[config.mk]
export PLATFORM = sky130hd
export DESIGN_NAME = board_power_reset_sequencer
export DESIGN_NICKNAME = d
export VERILOG_FILES = /design/src/pkg/pwrseq_pkg.sv /design/src/rtl/board_power_reset_sequencer.sv
export SDC_FILE = /design/constraint.sdc
export NUM_CORES = 1
export LEC_CHECK = 0
export ABC_AREA = 1
export BUFFER_PORTS_ARGS = -buffer_cell sky130_fd_sc_hd__buf_2
export CORE_MARGIN = 8
export CORE_UTILIZATION = 37
export CTS_BUF_LIST = sky130_fd_sc_hd__clkbuf_4 sky130_fd_sc_hd__clkbuf_8
export CTS_CLUSTER_DIAMETER = 60
export CTS_CLUSTER_SIZE = 8
export DETAILED_ROUTE_END_ITERATION = 10
export GPL_TIMING_DRIVEN = 1
export MAX_ROUTING_LAYER = met4
export PLACE_DENSITY_LB_ADDON = 0.12
export RECOVER_POWER = 50
export SYNTH_ARGS = -nofsm -noshare
export SYNTH_HDL_FRONTEND = slang
export SYNTH_SLANG_ARGS = --single-unit
[constraint.sdc]
create_clock -name mclk -period 3.4 [get_ports mclk]
set_clock_uncertainty 0.2 [all_clocks]
set_input_delay 0.51 -clock mclk [delete_from_list [all_inputs] [get_ports mclk]]
set_output_delay 0.51 -clock mclk [all_outputs]
set_load 0.05 [all_outputs]
[src/pkg/pwrseq_pkg.sv]
package pwrseq_pkg;

    // Timebase
    localparam int CLK_HZ         = 50_000_000;
    localparam int MS_CYCLES      = CLK_HZ / 1000;
    localparam int TICK_W         = 16;
    localparam int MS_W           = 5;

    // Settling times in milliseconds
    localparam int AUX_SETTLE_MS  = 15;
    localparam int RAIL_SETTLE_MS = 5;
    localparam int LOCK_SETTLE_MS = 5;
    localparam int RST_STEP_MS    = 5;
    localparam int BOOT_HOLD_MS   = 1;
    localparam int PD_CLK_MS      = 5;

    // Sequenced rail count and enable bit positions
    localparam int NRAIL          = 8;
    localparam int R_CORE_ADAPT   = 0;
    localparam int R_CORE_FIXED   = 1;
    localparam int R_0V85         = 2;
    localparam int R_MAIN_1V8     = 3;
    localparam int R_MEM_1V5      = 4;
    localparam int R_MEM_TERM     = 5;
    localparam int R_MAIN_3V3     = 6;
    localparam int R_5V           = 7;
    localparam logic [2:0] RAIL_LAST = 3'h7;
    localparam int BOOT_W         = 8;

    typedef enum logic [3:0] {
        ST_OFF      = 4'h0,
        ST_AUX      = 4'h1,
        ST_RAILS    = 4'h3,
        ST_CLKGEN   = 4'h2,
        ST_LOCK     = 4'h6,
        ST_POR      = 4'h7,
        ST_FULL     = 4'h5,
        ST_BOOT     = 4'h4,
        ST_RUN      = 4'hC,
        ST_PD_RST   = 4'hD,
        ST_PD_OFF   = 4'hF
    } seq_state_t;

    // Outputs toward the SoC
    typedef struct packed {
        logic                warm_reset_n;
        logic                power_on_reset_n;
        logic                full_reset_n;
        logic                nmi_release;
        logic                boot_oe;
        logic [BOOT_W-1:0]   boot_out;
    } soc_ctl_t;

endpackage

[src/rtl/board_power_reset_sequencer.sv]
`timescale 1ns/1ps
// Contract
// - With payload power, enable aux 3.3V and logic rails together; SoC outputs held low.
// - Enable adaptive core rail after aux rail stable 15 ms.
// - Enable fixed core rail 5 ms after adaptive core stable.
// - Enable 0.85V rail after fixed core stable 5 ms.
// - Enable 1.8V main rail after 0.85V stable 5 ms.
// - Enable 1.5V memory rail after 1.8V main stable 5 ms.
// - Enable 0.75V termination rail after 1.5V stable 5 ms.
// - Enable main 3.3V rail after termination rail stable 5 ms.
// - Enable 5V rail after main 3.3V stable 5 ms.
// - After 5V stable 5 ms release clock-gen power-down, start init.
// - Release warm reset, unlock outputs, NMI after SoC good and lock 5 ms.
// - Drive boot-configuration pins during reset release.
// - Release power-on reset 5 ms after warm reset release.
// - Release full reset 5 ms after power-on reset release.
// - Stop driving boot pins 1 ms after full reset release.
// - On power failure assert full and power-on resets immediately.
// - 5 ms into power-down, lock outputs, clock-gen power-down low.
// - Finally switch off all rails together, aux and logic included.
module board_power_reset_sequencer #(
    parameter int                     NRAIL  = pwrseq_pkg::NRAIL,
    parameter int                     BOOT_W = pwrseq_pkg::BOOT_W,
    parameter logic [15:0]            MS_CYCLES = 16'(pwrseq_pkg::MS_CYCLES)
) (
    input  wire logic                 mclk,
    input  wire logic                 nrst,
    input  wire logic                 payload_present,
    input  wire logic                 power_fail,
    input  wire logic                 aux_power_good,
    input  wire logic [NRAIL-1:0]     rail_power_good,
    input  wire logic                 soc_power_good,
    input  wire logic                 clockgen_locked,
    input  wire logic [BOOT_W-1:0]    boot_config,
    output logic                      auxiliary_rail_3v3,
    output logic                      logic_core_rail_1v2,
    output logic                      logic_io_rail_1v8,
    output logic [NRAIL-1:0]          rail_enable,
    output logic                      clockgen_powerdown_n,
    output logic                      clockgen_init,
    output logic                      soc_warm_reset_n,
    output logic                      soc_power_on_reset_n,
    output logic                      soc_full_reset_n,
    output logic                      soc_nmi_release,
    output logic [BOOT_W-1:0]         soc_boot_out,
    output logic [BOOT_W-1:0]         soc_boot_oe,
    output logic                      soc_outputs_locked,
    output logic                      seq_running
);

    // Reset synchroniser: async assert, clocked release
    logic rst_meta_r;
    logic rst_sync_r;
    always_ff @(posedge mclk or negedge nrst)
    begin
        if (!nrst)
        begin
            rst_meta_r <= 1'b0;
            rst_sync_r <= 1'b0;
        end
        else
        begin
            rst_meta_r <= 1'b1;
            rst_sync_r <= rst_meta_r;
        end
    end

    // Settle target in ms for a given state
    function automatic logic [pwrseq_pkg::MS_W-1:0] settle_ms(input pwrseq_pkg::seq_state_t s);
        case (s)
            pwrseq_pkg::ST_AUX:    settle_ms = 5'(pwrseq_pkg::AUX_SETTLE_MS);
            pwrseq_pkg::ST_RAILS:  settle_ms = 5'(pwrseq_pkg::RAIL_SETTLE_MS);
            pwrseq_pkg::ST_CLKGEN: settle_ms = 5'(pwrseq_pkg::LOCK_SETTLE_MS);
            pwrseq_pkg::ST_LOCK:   settle_ms = 5'(pwrseq_pkg::RST_STEP_MS);
            pwrseq_pkg::ST_POR:    settle_ms = 5'(pwrseq_pkg::RST_STEP_MS);
            pwrseq_pkg::ST_FULL:   settle_ms = 5'(pwrseq_pkg::BOOT_HOLD_MS);
            pwrseq_pkg::ST_PD_RST: settle_ms = 5'(pwrseq_pkg::PD_CLK_MS);
            default:               settle_ms = 5'h01;
        endcase
    endfunction

    // Millisecond tick divider, free running
    logic [pwrseq_pkg::TICK_W-1:0] tick_cnt_r;
    logic [pwrseq_pkg::TICK_W-1:0] tick_cnt_nxt;
    logic                          ms_tick_r;
    logic                          ms_tick_nxt;
    always_comb
    begin
        ms_tick_nxt  = 1'b0;
        tick_cnt_nxt = tick_cnt_r + 16'h0001;
        if (tick_cnt_r == MS_CYCLES - 16'h0001)
        begin
            tick_cnt_nxt = 16'h0000;
            ms_tick_nxt  = 1'b1;
        end
    end
    always_ff @(posedge mclk or negedge rst_sync_r)
    begin
        if (!rst_sync_r)
        begin
            tick_cnt_r <= 16'h0000;
            ms_tick_r  <= 1'b0;
        end
        else
        begin
            tick_cnt_r <= tick_cnt_nxt;
            ms_tick_r  <= ms_tick_nxt;
        end
    end

    // Sequencer state
    pwrseq_pkg::seq_state_t         state_r, state_nxt;
    logic [2:0]                     rail_idx_r, rail_idx_nxt;
    logic [pwrseq_pkg::MS_W-1:0]    ms_cnt_r, ms_cnt_nxt;
    logic [NRAIL-1:0]               rail_en_r, rail_en_nxt;
    logic                           aux_en_r, aux_en_nxt;
    logic                           locked_r, locked_nxt;
    logic                           pd_n_r, pd_n_nxt;
    logic                           init_r, init_nxt;
    logic                           running_r, running_nxt;
    pwrseq_pkg::soc_ctl_t           soc_r, soc_nxt;
    logic                           stable_src;
    logic                           settled;

    // Which power-good the current wait watches
    always_comb
    begin
        case (state_r)
            pwrseq_pkg::ST_AUX:    stable_src = aux_power_good;
            pwrseq_pkg::ST_RAILS:  stable_src = rail_power_good[rail_idx_r];
            pwrseq_pkg::ST_CLKGEN: stable_src = soc_power_good && clockgen_locked && rail_power_good[NRAIL-1];
            default:               stable_src = 1'b1;
        endcase
    end
    assign settled = ms_tick_r && (ms_cnt_r + 5'h01 >= settle_ms(state_r));

    // Next-state logic; power failure overrides every step from aux to run
    always_comb
    begin
        state_nxt    = state_r;
        rail_idx_nxt = rail_idx_r;
        ms_cnt_nxt   = ms_cnt_r;
        rail_en_nxt  = rail_en_r;
        aux_en_nxt   = aux_en_r;
        locked_nxt   = locked_r;
        pd_n_nxt     = pd_n_r;
        init_nxt     = 1'b0;
        soc_nxt      = soc_r;
        soc_nxt.boot_out = boot_config;
        if (!stable_src)
            ms_cnt_nxt = 5'h00;
        else if (ms_tick_r)
            ms_cnt_nxt = settled ? 5'h00 : ms_cnt_r + 5'h01;
        case (state_r)
            pwrseq_pkg::ST_OFF:
            begin
                if (payload_present && !power_fail)
                begin
                    aux_en_nxt = 1'b1;
                    locked_nxt = 1'b1;
                    soc_nxt    = '0;
                    pd_n_nxt   = 1'b0;
                    ms_cnt_nxt = 5'h00;
                    state_nxt  = pwrseq_pkg::ST_AUX;
                end
            end
            pwrseq_pkg::ST_AUX:
            begin
                if (settled && stable_src)
                begin
                    rail_en_nxt[pwrseq_pkg::R_CORE_ADAPT] = 1'b1;
                    rail_idx_nxt = 3'h0;
                    state_nxt    = pwrseq_pkg::ST_RAILS;
                end
            end
            pwrseq_pkg::ST_RAILS:
            begin
                // One rail at a time, each waits on its predecessor's good
                if (settled && stable_src)
                begin
                    if (rail_idx_r == pwrseq_pkg::RAIL_LAST)
                    begin
                        pd_n_nxt  = 1'b1;
                        init_nxt  = 1'b1;
                        state_nxt = pwrseq_pkg::ST_CLKGEN;
                    end
                    else
                    begin
                        rail_en_nxt[rail_idx_r + 3'h1] = 1'b1;
                        rail_idx_nxt = rail_idx_r + 3'h1;
                    end
                end
            end
            pwrseq_pkg::ST_CLKGEN:
            begin
                if (settled && stable_src)
                begin
                    soc_nxt.warm_reset_n = 1'b1;
                    soc_nxt.nmi_release  = 1'b1;
                    soc_nxt.boot_oe      = 1'b1;
                    locked_nxt           = 1'b0;
                    state_nxt            = pwrseq_pkg::ST_LOCK;
                end
            end
            pwrseq_pkg::ST_LOCK:
            begin
                if (settled)
                begin
                    soc_nxt.power_on_reset_n = 1'b1;
                    state_nxt = pwrseq_pkg::ST_POR;
                end
            end
            pwrseq_pkg::ST_POR:
            begin
                if (settled)
                begin
                    soc_nxt.full_reset_n = 1'b1;
                    state_nxt = pwrseq_pkg::ST_FULL;
                end
            end
            pwrseq_pkg::ST_FULL:
            begin
                if (settled)
                begin
                    // Boot pins let go here; one step on to run keeps the path Gray
                    soc_nxt.boot_oe = 1'b0;
                    state_nxt = pwrseq_pkg::ST_BOOT;
                end
            end
            pwrseq_pkg::ST_RUN, pwrseq_pkg::ST_BOOT:
                state_nxt = pwrseq_pkg::ST_RUN;
            pwrseq_pkg::ST_PD_RST:
            begin
                if (settled)
                begin
                    locked_nxt = 1'b1;
                    pd_n_nxt   = 1'b0;
                    state_nxt  = pwrseq_pkg::ST_PD_OFF;
                end
            end
            pwrseq_pkg::ST_PD_OFF:
            begin
                rail_en_nxt = '0;
                aux_en_nxt  = 1'b0;
                soc_nxt     = '0;
                state_nxt   = pwrseq_pkg::ST_OFF;
            end
            default:
                state_nxt = pwrseq_pkg::ST_OFF;
        endcase
        // Failure while powered: resets drop on the next clock edge
        if ((power_fail || !payload_present) && state_r != pwrseq_pkg::ST_OFF
            && state_r != pwrseq_pkg::ST_PD_RST && state_r != pwrseq_pkg::ST_PD_OFF)
        begin
            soc_nxt.full_reset_n     = 1'b0;
            soc_nxt.power_on_reset_n = 1'b0;
            soc_nxt.warm_reset_n     = 1'b0;
            soc_nxt.boot_oe          = 1'b0;
            init_nxt                 = 1'b0;
            ms_cnt_nxt               = 5'h00;
            state_nxt                = pwrseq_pkg::ST_PD_RST;
        end
        // Run flag registered so the status pin comes from a flop
        running_nxt = (state_nxt == pwrseq_pkg::ST_RUN);
    end

    always_ff @(posedge mclk or negedge rst_sync_r)
    begin
        if (!rst_sync_r)
        begin
            state_r    <= pwrseq_pkg::ST_OFF;
            rail_idx_r <= 3'h0;
            ms_cnt_r   <= 5'h00;
            rail_en_r  <= '0;
            aux_en_r   <= 1'b0;
            locked_r   <= 1'b1;
            pd_n_r     <= 1'b0;
            init_r     <= 1'b0;
            running_r  <= 1'b0;
            soc_r      <= '0;
        end
        else
        begin
            state_r    <= state_nxt;
            rail_idx_r <= rail_idx_nxt;
            ms_cnt_r   <= ms_cnt_nxt;
            rail_en_r  <= rail_en_nxt;
            aux_en_r   <= aux_en_nxt;
            locked_r   <= locked_nxt;
            pd_n_r     <= pd_n_nxt;
            init_r     <= init_nxt;
            running_r  <= running_nxt;
            soc_r      <= soc_nxt;
        end
    end

    // Outputs, all straight from flip-flops; locked is a status output and gates no SoC pin
    assign auxiliary_rail_3v3   = aux_en_r;
    assign logic_core_rail_1v2  = aux_en_r;
    assign logic_io_rail_1v8    = aux_en_r;
    assign rail_enable          = rail_en_r;
    assign clockgen_powerdown_n = pd_n_r;
    assign clockgen_init        = init_r;
    assign soc_warm_reset_n     = soc_r.warm_reset_n;
    assign soc_power_on_reset_n = soc_r.power_on_reset_n;
    assign soc_full_reset_n     = soc_r.full_reset_n;
    assign soc_nmi_release      = soc_r.nmi_release;
    assign soc_boot_out         = soc_r.boot_out;
    assign soc_boot_oe          = {BOOT_W{soc_r.boot_oe}};
    assign soc_outputs_locked   = locked_r;
    assign seq_running          = running_r;

endmodule

# After elaboration in Yosys (flattened, before gate mapping)
# Cells that the tools add are included.
# W data, S select, Z words.
# word_totals
reg_bits	57
input_bits	23
output_inout_bits	35
# classes
n_addsub	3
order_cmp	4
n_eq_ne	27
n_mux	58
n_bitwise	1
n_reduce_logical	38
# op_table
op	count
$mux W4	10
$pmux W4 S9	1
$mux W5	6
$pmux W1 S3	8
$add A16 B1 Y16 const B	1
$eq A16 B16 Y1 const B	1
$eq A4 B3 Y1 const B	4
$eq A4 B4 Y1 const B	4
$mux W1	16
$mux W16	1
$mux W8	2
$pmux W8 S2	1
$reduce_and A4 Y1	4
$reduce_bool A4 Y1	4
$ne A3 B3 Y1 const B	5
$reduce_and A3 Y1	5
$ne A2 B2 Y1 const B	7
$pmux W7 S2	1
$mux W13	1
$mux W3	4
$reduce_bool A3 Y1	4
$logic_and A1 B1 Y1	9
$eq A4 B2 Y1 const B	2
$lt A3 B4 Y1 const B	2
other kinds (24)	28

# Depth between registers and ports, before layout
# depth
depth_word	11
ltp_mapped	18

# Least setup slack after synthesis
# Ideal clock, no wire load.
# synth_timing
path_kind	register to register
start	register state_r[3]
end	register rail_en_r[1] (netlist: rail_enable[1])
setup_time_ns	0.124
arrival_time_ns	2.162
required_ns	3.076
slack_ns	0.914
stages_incl_launch_ff	18
n_path_buf	1
cell_sequence	dfrtp_1 -> inv_2 -> nand2_1 -> nor2_1 -> nand2_1 -> ha_1 -> nand2_1 -> nand2_1 -> nand2_1 -> nand2_1 -> nand2_1 -> a21oi_2 -> nand2_4 -> nand2_4 -> nand3_4 -> buf_6 -> nand2_1 -> o21ai_2
# synth_via
elab_chain_len	8
elab_cells_between_ends	18
classes_between	order compare: 1; eq/ne: 9; mux: 3; reduce/logical: 5
# synth_lines
element	line	text
start: declaration	board_power_reset_sequencer.sv:112	pwrseq_pkg::seq_state_t state_r, state_nxt;
start signal: assignment	board_power_reset_sequencer.sv:271	state_r <= pwrseq_pkg::ST_OFF;
start signal: assignment	board_power_reset_sequencer.sv:284	state_r <= state_nxt;
$eq A4 B2 Y1, or another cell as far along	board_power_reset_sequencer.sv:70, board_power_reset_sequencer.sv:128	
$reduce_or A5 Y1 (no line)	--	
$pmux W4 S2	board_power_reset_sequencer.sv:70	case (s)
$ge A5 B5 Y1	board_power_reset_sequencer.sv:135	assign settled = ms_tick_r && (ms_cnt_r + 5'h01 >= settle_ms(state_r));
$logic_and A1 B1 Y1	board_power_reset_sequencer.sv:135	
$logic_and A1 B1 Y1	board_power_reset_sequencer.sv:179	if (settled && stable_src)
$ne A2 B2 Y1 (no line)	--	
$reduce_and A3 Y1 (no line)	--	
end signal: assignment	board_power_reset_sequencer.sv:287	rail_en_r <= rail_en_nxt;
end: declaration	board_power_reset_sequencer.sv:115	logic [NRAIL-1:0] rail_en_r, rail_en_nxt;
# Parallel ways exist; a longest one is shown, timed or not.
# A chain may end at the register's enable or synchronous reset.

# Worst setup path after layout
# layout_timing
start	register state_r[3]
end	register rail_en_r[3] (netlist: rail_enable[3])
# The elaborated chain is that of the path after synthesis.

==> key figures <==
Routing
  • WL/cell: 12.5 um
  • Via Count: roughly 2600
  • TritonRoute pass-1 iters: 4
  • DRC: 0
  • Via/cell ratio: 4.71
  • Antenna-violating nets left: 0
  • WL final: 7.02 mm
  • Starting DRT DRC Count: ~100

Global route
  • Grt peak-use layer: met2
  • GR Util met1: roughly 17%
  • Met2 usage: roughly 20%
  • Vias in the first global route: ~2600
  • Met3 Usage GRT: around 4%
  • Largest net degree at the start of global routing: 40
  • GRT Total Usage: roughly 13%
  • Global-route wire length before repair: 12.2 mm
  • Initial antenna violation count: 0
  • Total gr overflow: 0

Placement
  • Gpl congestion: 0.924
  • # port buffers: 57
  • HPWL Detailed: approximately 5.4 mm
  • Inst Count DP: roughly 550
  • Post-place instance area: between 3000 and 4000 um^2

Floorplan
  • Die ar.: 11600 um^2
  • Io pins: 58
  • Core Box Area: ~8200 um^2
  • Number of cell rows: 33
  • Die span in y: approximately 110 um
  • Die X: around 110 um
  • Starting Density: a little under two fifths

Clock network
  • Clock root cell: clkbuf_8
  • Post-cts sizing count: 0
  • Setup Fix Bufs, Post-CTS: 0
  • Clock latency at the later pin of the worst-skew pair: ~330 ps
  • CTS buffer count: 9
  • Clock Path Buffers: 2
  • CTS sink count: between 50 and 60
  • CTS clock-pin slew for the worst setup and hold paths: approximately 70 ps
  • CTS tree: yes
  • H-tree depth: 3

Pwr
  • Leak: 1.91 nW
  • VDD IR max: around 0.27 mV
  • Power Dens Cells: ~560 nW/um^2

Timing
  • Actual slew at the worst max-slew pin: about 1600 ps
  • Max-slew headroom: -5.90%
  • Final hold violations: 0
  • Max Transition Viols Final: 40
  • Hold_ws: approximately 160 ps
  • Final worst path period share: between 80% and 90%
  • Setup TNS: 0 ps
  • Minimum clock period: roughly 2900 ps
  • Unrepaired setup endpoints after global routing: no
  • Max Fclk: 345 MHz
  • Finish-stage setup viols: 0

Synth
  • Largest family of logic cells by synthesized area: simple AND/OR/NAND/NOR gates
  • Sequential share of the synthesized area: ~46%
  • Post-synthesis adder-cell area fraction: 2.82%
  • Yosys Warn Count: 0
  • Syn Area/Cell: approximately 8 um^2
  • Post-synthesis instance total: just under 400
  • Synthesized flop and latch total: 57
  • Mux cell area share after synthesis: 0%
  • Post-Synth Simple-Gate Area: between 20 and 30%
  • Cell variety after synth: 35
  • Xor-xnor portion of the synthesized cell area: under 10%
  • Post-synthesis instance area: 3100 um^2
  • Syn Nets: 425
  • Post-synthesis compound-gate area fraction: a little under a tenth

Setup path
  • Crit path max fanout: 14
  • Critical Path Sink Type: flop
  • CP startpoint kind: flop
  • CP arrival: a little under 3000 ps
  • Worst endpoint required time: about 3400 ps
  • WS Path Type: flop to flop

Worst hold path
  • HP Class: flop to flop

Final layout
  • Proportion of layout cells with a drive suffix above 1: around 20%
  • Design area: 3640 um^2
  • Ant diodes: 0
  • Final #Nets: ~480
  • Area growth syn-to-layout: 17.4%
  • Final std cells w/o fill: 562

Run status
  • Status: complete, but fails checks
  • Failing checks: max-capacitance violations, max-slew violations

Flow run
  • Total of max-cap violations: 1
## state kept, by name, indices dropped and copies added (netlist names), 3 cells and up
register      flops
ms_cnt_r          5
rail_enable       8
rail_idx_r        3
soc_boot_out      8
state_r           4
tick_cnt_r       16
## power breakdown
group	internal [W]	total (W)	switching [W]
Clock	0.000445	0.000705	0.000260
Combinational	0.000143	0.000554	0.000411
Sequential	0.000727	0.000776	0.0000494
## layer usage
metal  wire length, um  share of wire, %
met1              3350                48
met3               417               5.9
met5                 0                 0
met4               107               1.5
met2              3150                45
## worst max-delay path, cell delays in order (launching register included)
cell,delay [ps]
dfrtp_1,420
inv_2,130
nand2_1,120
nor2_1,270
nand2_1,190
ha_1,320
nand2_1,50
nand2_1,50
nand2_1,40
nand2_1,50
nand2_1,70
a21oi_2,260
nand2_4,140
nand2_4,100
nand3_4,180
nand2_1,140
o21ai_2,60
## kinds of logic (layout without fill, tap and decap cells)
| family | after synthesis | in the layout |
|---|---|---|
| other | 1 | 1 |
| adders and majority gates | 7 | 7 |
| and+or+nand+nor | 198 | 198 |
| xor gates and xnor gates | 6 | 6 |
| AOI/OAI and AO/OA | 50 | 50 |
| DFF | 57 | 57 |
| buffers and inverters | 76 | 138 |
## what timing repair did
action / 4_1_cts / 5_1_grt
hold buffers: 1 / 0
hold endpoints to repair: 2 / 0
setup endpoints to repair: 0 / 0
## cells in the mapped netlist
cell type   n  area, um^2
nand2_1    71         267
inv_1      58         218
nor2_1     57         214
dfrtp_1    56        1400
nand3_1    33         165
o21ai_0    20         100
a21oi_1    13        65.1
nor3_1     13        65.1
buf_4      10        75.1
ha_1        7        87.6
o21ai_2     7        61.3
nand4_1     6        37.5
xor2_1      5        43.8
inv_2       4        15.0
nor2_2      4        25.0
nand2_2     3        18.8
nand2_4     3        33.8
o22ai_1     3        18.8
a31oi_1     2        12.5
nand3_2     2        20.0
nand3b_1    2        15.0
nor2_4      2        22.5
o21ai_1     2        10.0
a211oi_1    1        7.51
a21oi_2     1        8.76
buf_2       1        5.00
buf_6       1        11.3
clkbuf_1    1        3.75
conb_1      1        3.75
dfstp_2     1        26.3
inv_4       1        6.26
nand3_4     1        17.5
o211ai_1    1        7.51
or2_2       1        6.26
xnor2_1     1        8.76
## layout make-up
type	count	area [um^2]
multi-input cells	262	1340
well taps	105	131
clock buffers	13	154
fillers	846	4530
repair buffers	59	284
clock inverters	3	65.1
inverters	63	239
flip-flops and latches	57	1430
## worst paths after layout
| check | cells past startpoint | end | slack [ps] | from |
|---|---|---|---|---|
| max in group asynchronous | 1 | tick_cnt_r[13] | 1050 | rst_sync_r |
| worst min-delay path | 0 | rst_sync_r | 160 | rst_meta_r |
| worst max-delay path | 16 | rail_enable[3] | 500 | state_r[3] |
| worst max register to register | 16 | rail_enable[3] | 500 | state_r[3] |
| min in group asynchronous | 2 | rst_sync_r | 300 | nrst |
| worst min register to register | 0 | rst_sync_r | 160 | rst_meta_r |
## per-stage QoR
step                      worst slack [ps]  power (W)  util (%)
after floorplan                        914    0.00122         -
after global routing                   244    0.00215      44.6
after detailed placement               524    0.00134      42.0
after CTS                              516    0.00207      44.8
final                                  499    0.00204      44.6
after global placement                 612    0.00136      42.0
## placed cells by master (no fill, tap or decap), types with 2 or more instances in the layout
| cell type | instances |
|---|---|
| o21ai_2 | 7 |
| clkbuf_8 | 9 |
| buf_2 | 45 |
| nand3b_1 | 2 |
| nand2_1 | 71 |
| xor2_1 | 5 |
| ha_1 | 7 |
| clkbuf_1 | 13 |
| nor2_4 | 2 |
| dfrtp_1 | 56 |
| nor2_1 | 57 |
| nand3_1 | 33 |
| bufinv_16 | 2 |
| a31oi_1 | 2 |
| nor3_1 | 13 |
| inv_2 | 4 |
| nor2_2 | 4 |
| clkbuf_4 | 4 |
| inv_1 | 58 |
| o21ai_0 | 20 |
| o21ai_1 | 2 |
| nand4_1 | 6 |
| nand2_2 | 3 |
| nand3_2 | 2 |
| nand2_4 | 3 |
| a21oi_1 | 13 |
| o22ai_1 | 3 |
Power figures use the tool's default switching activity.
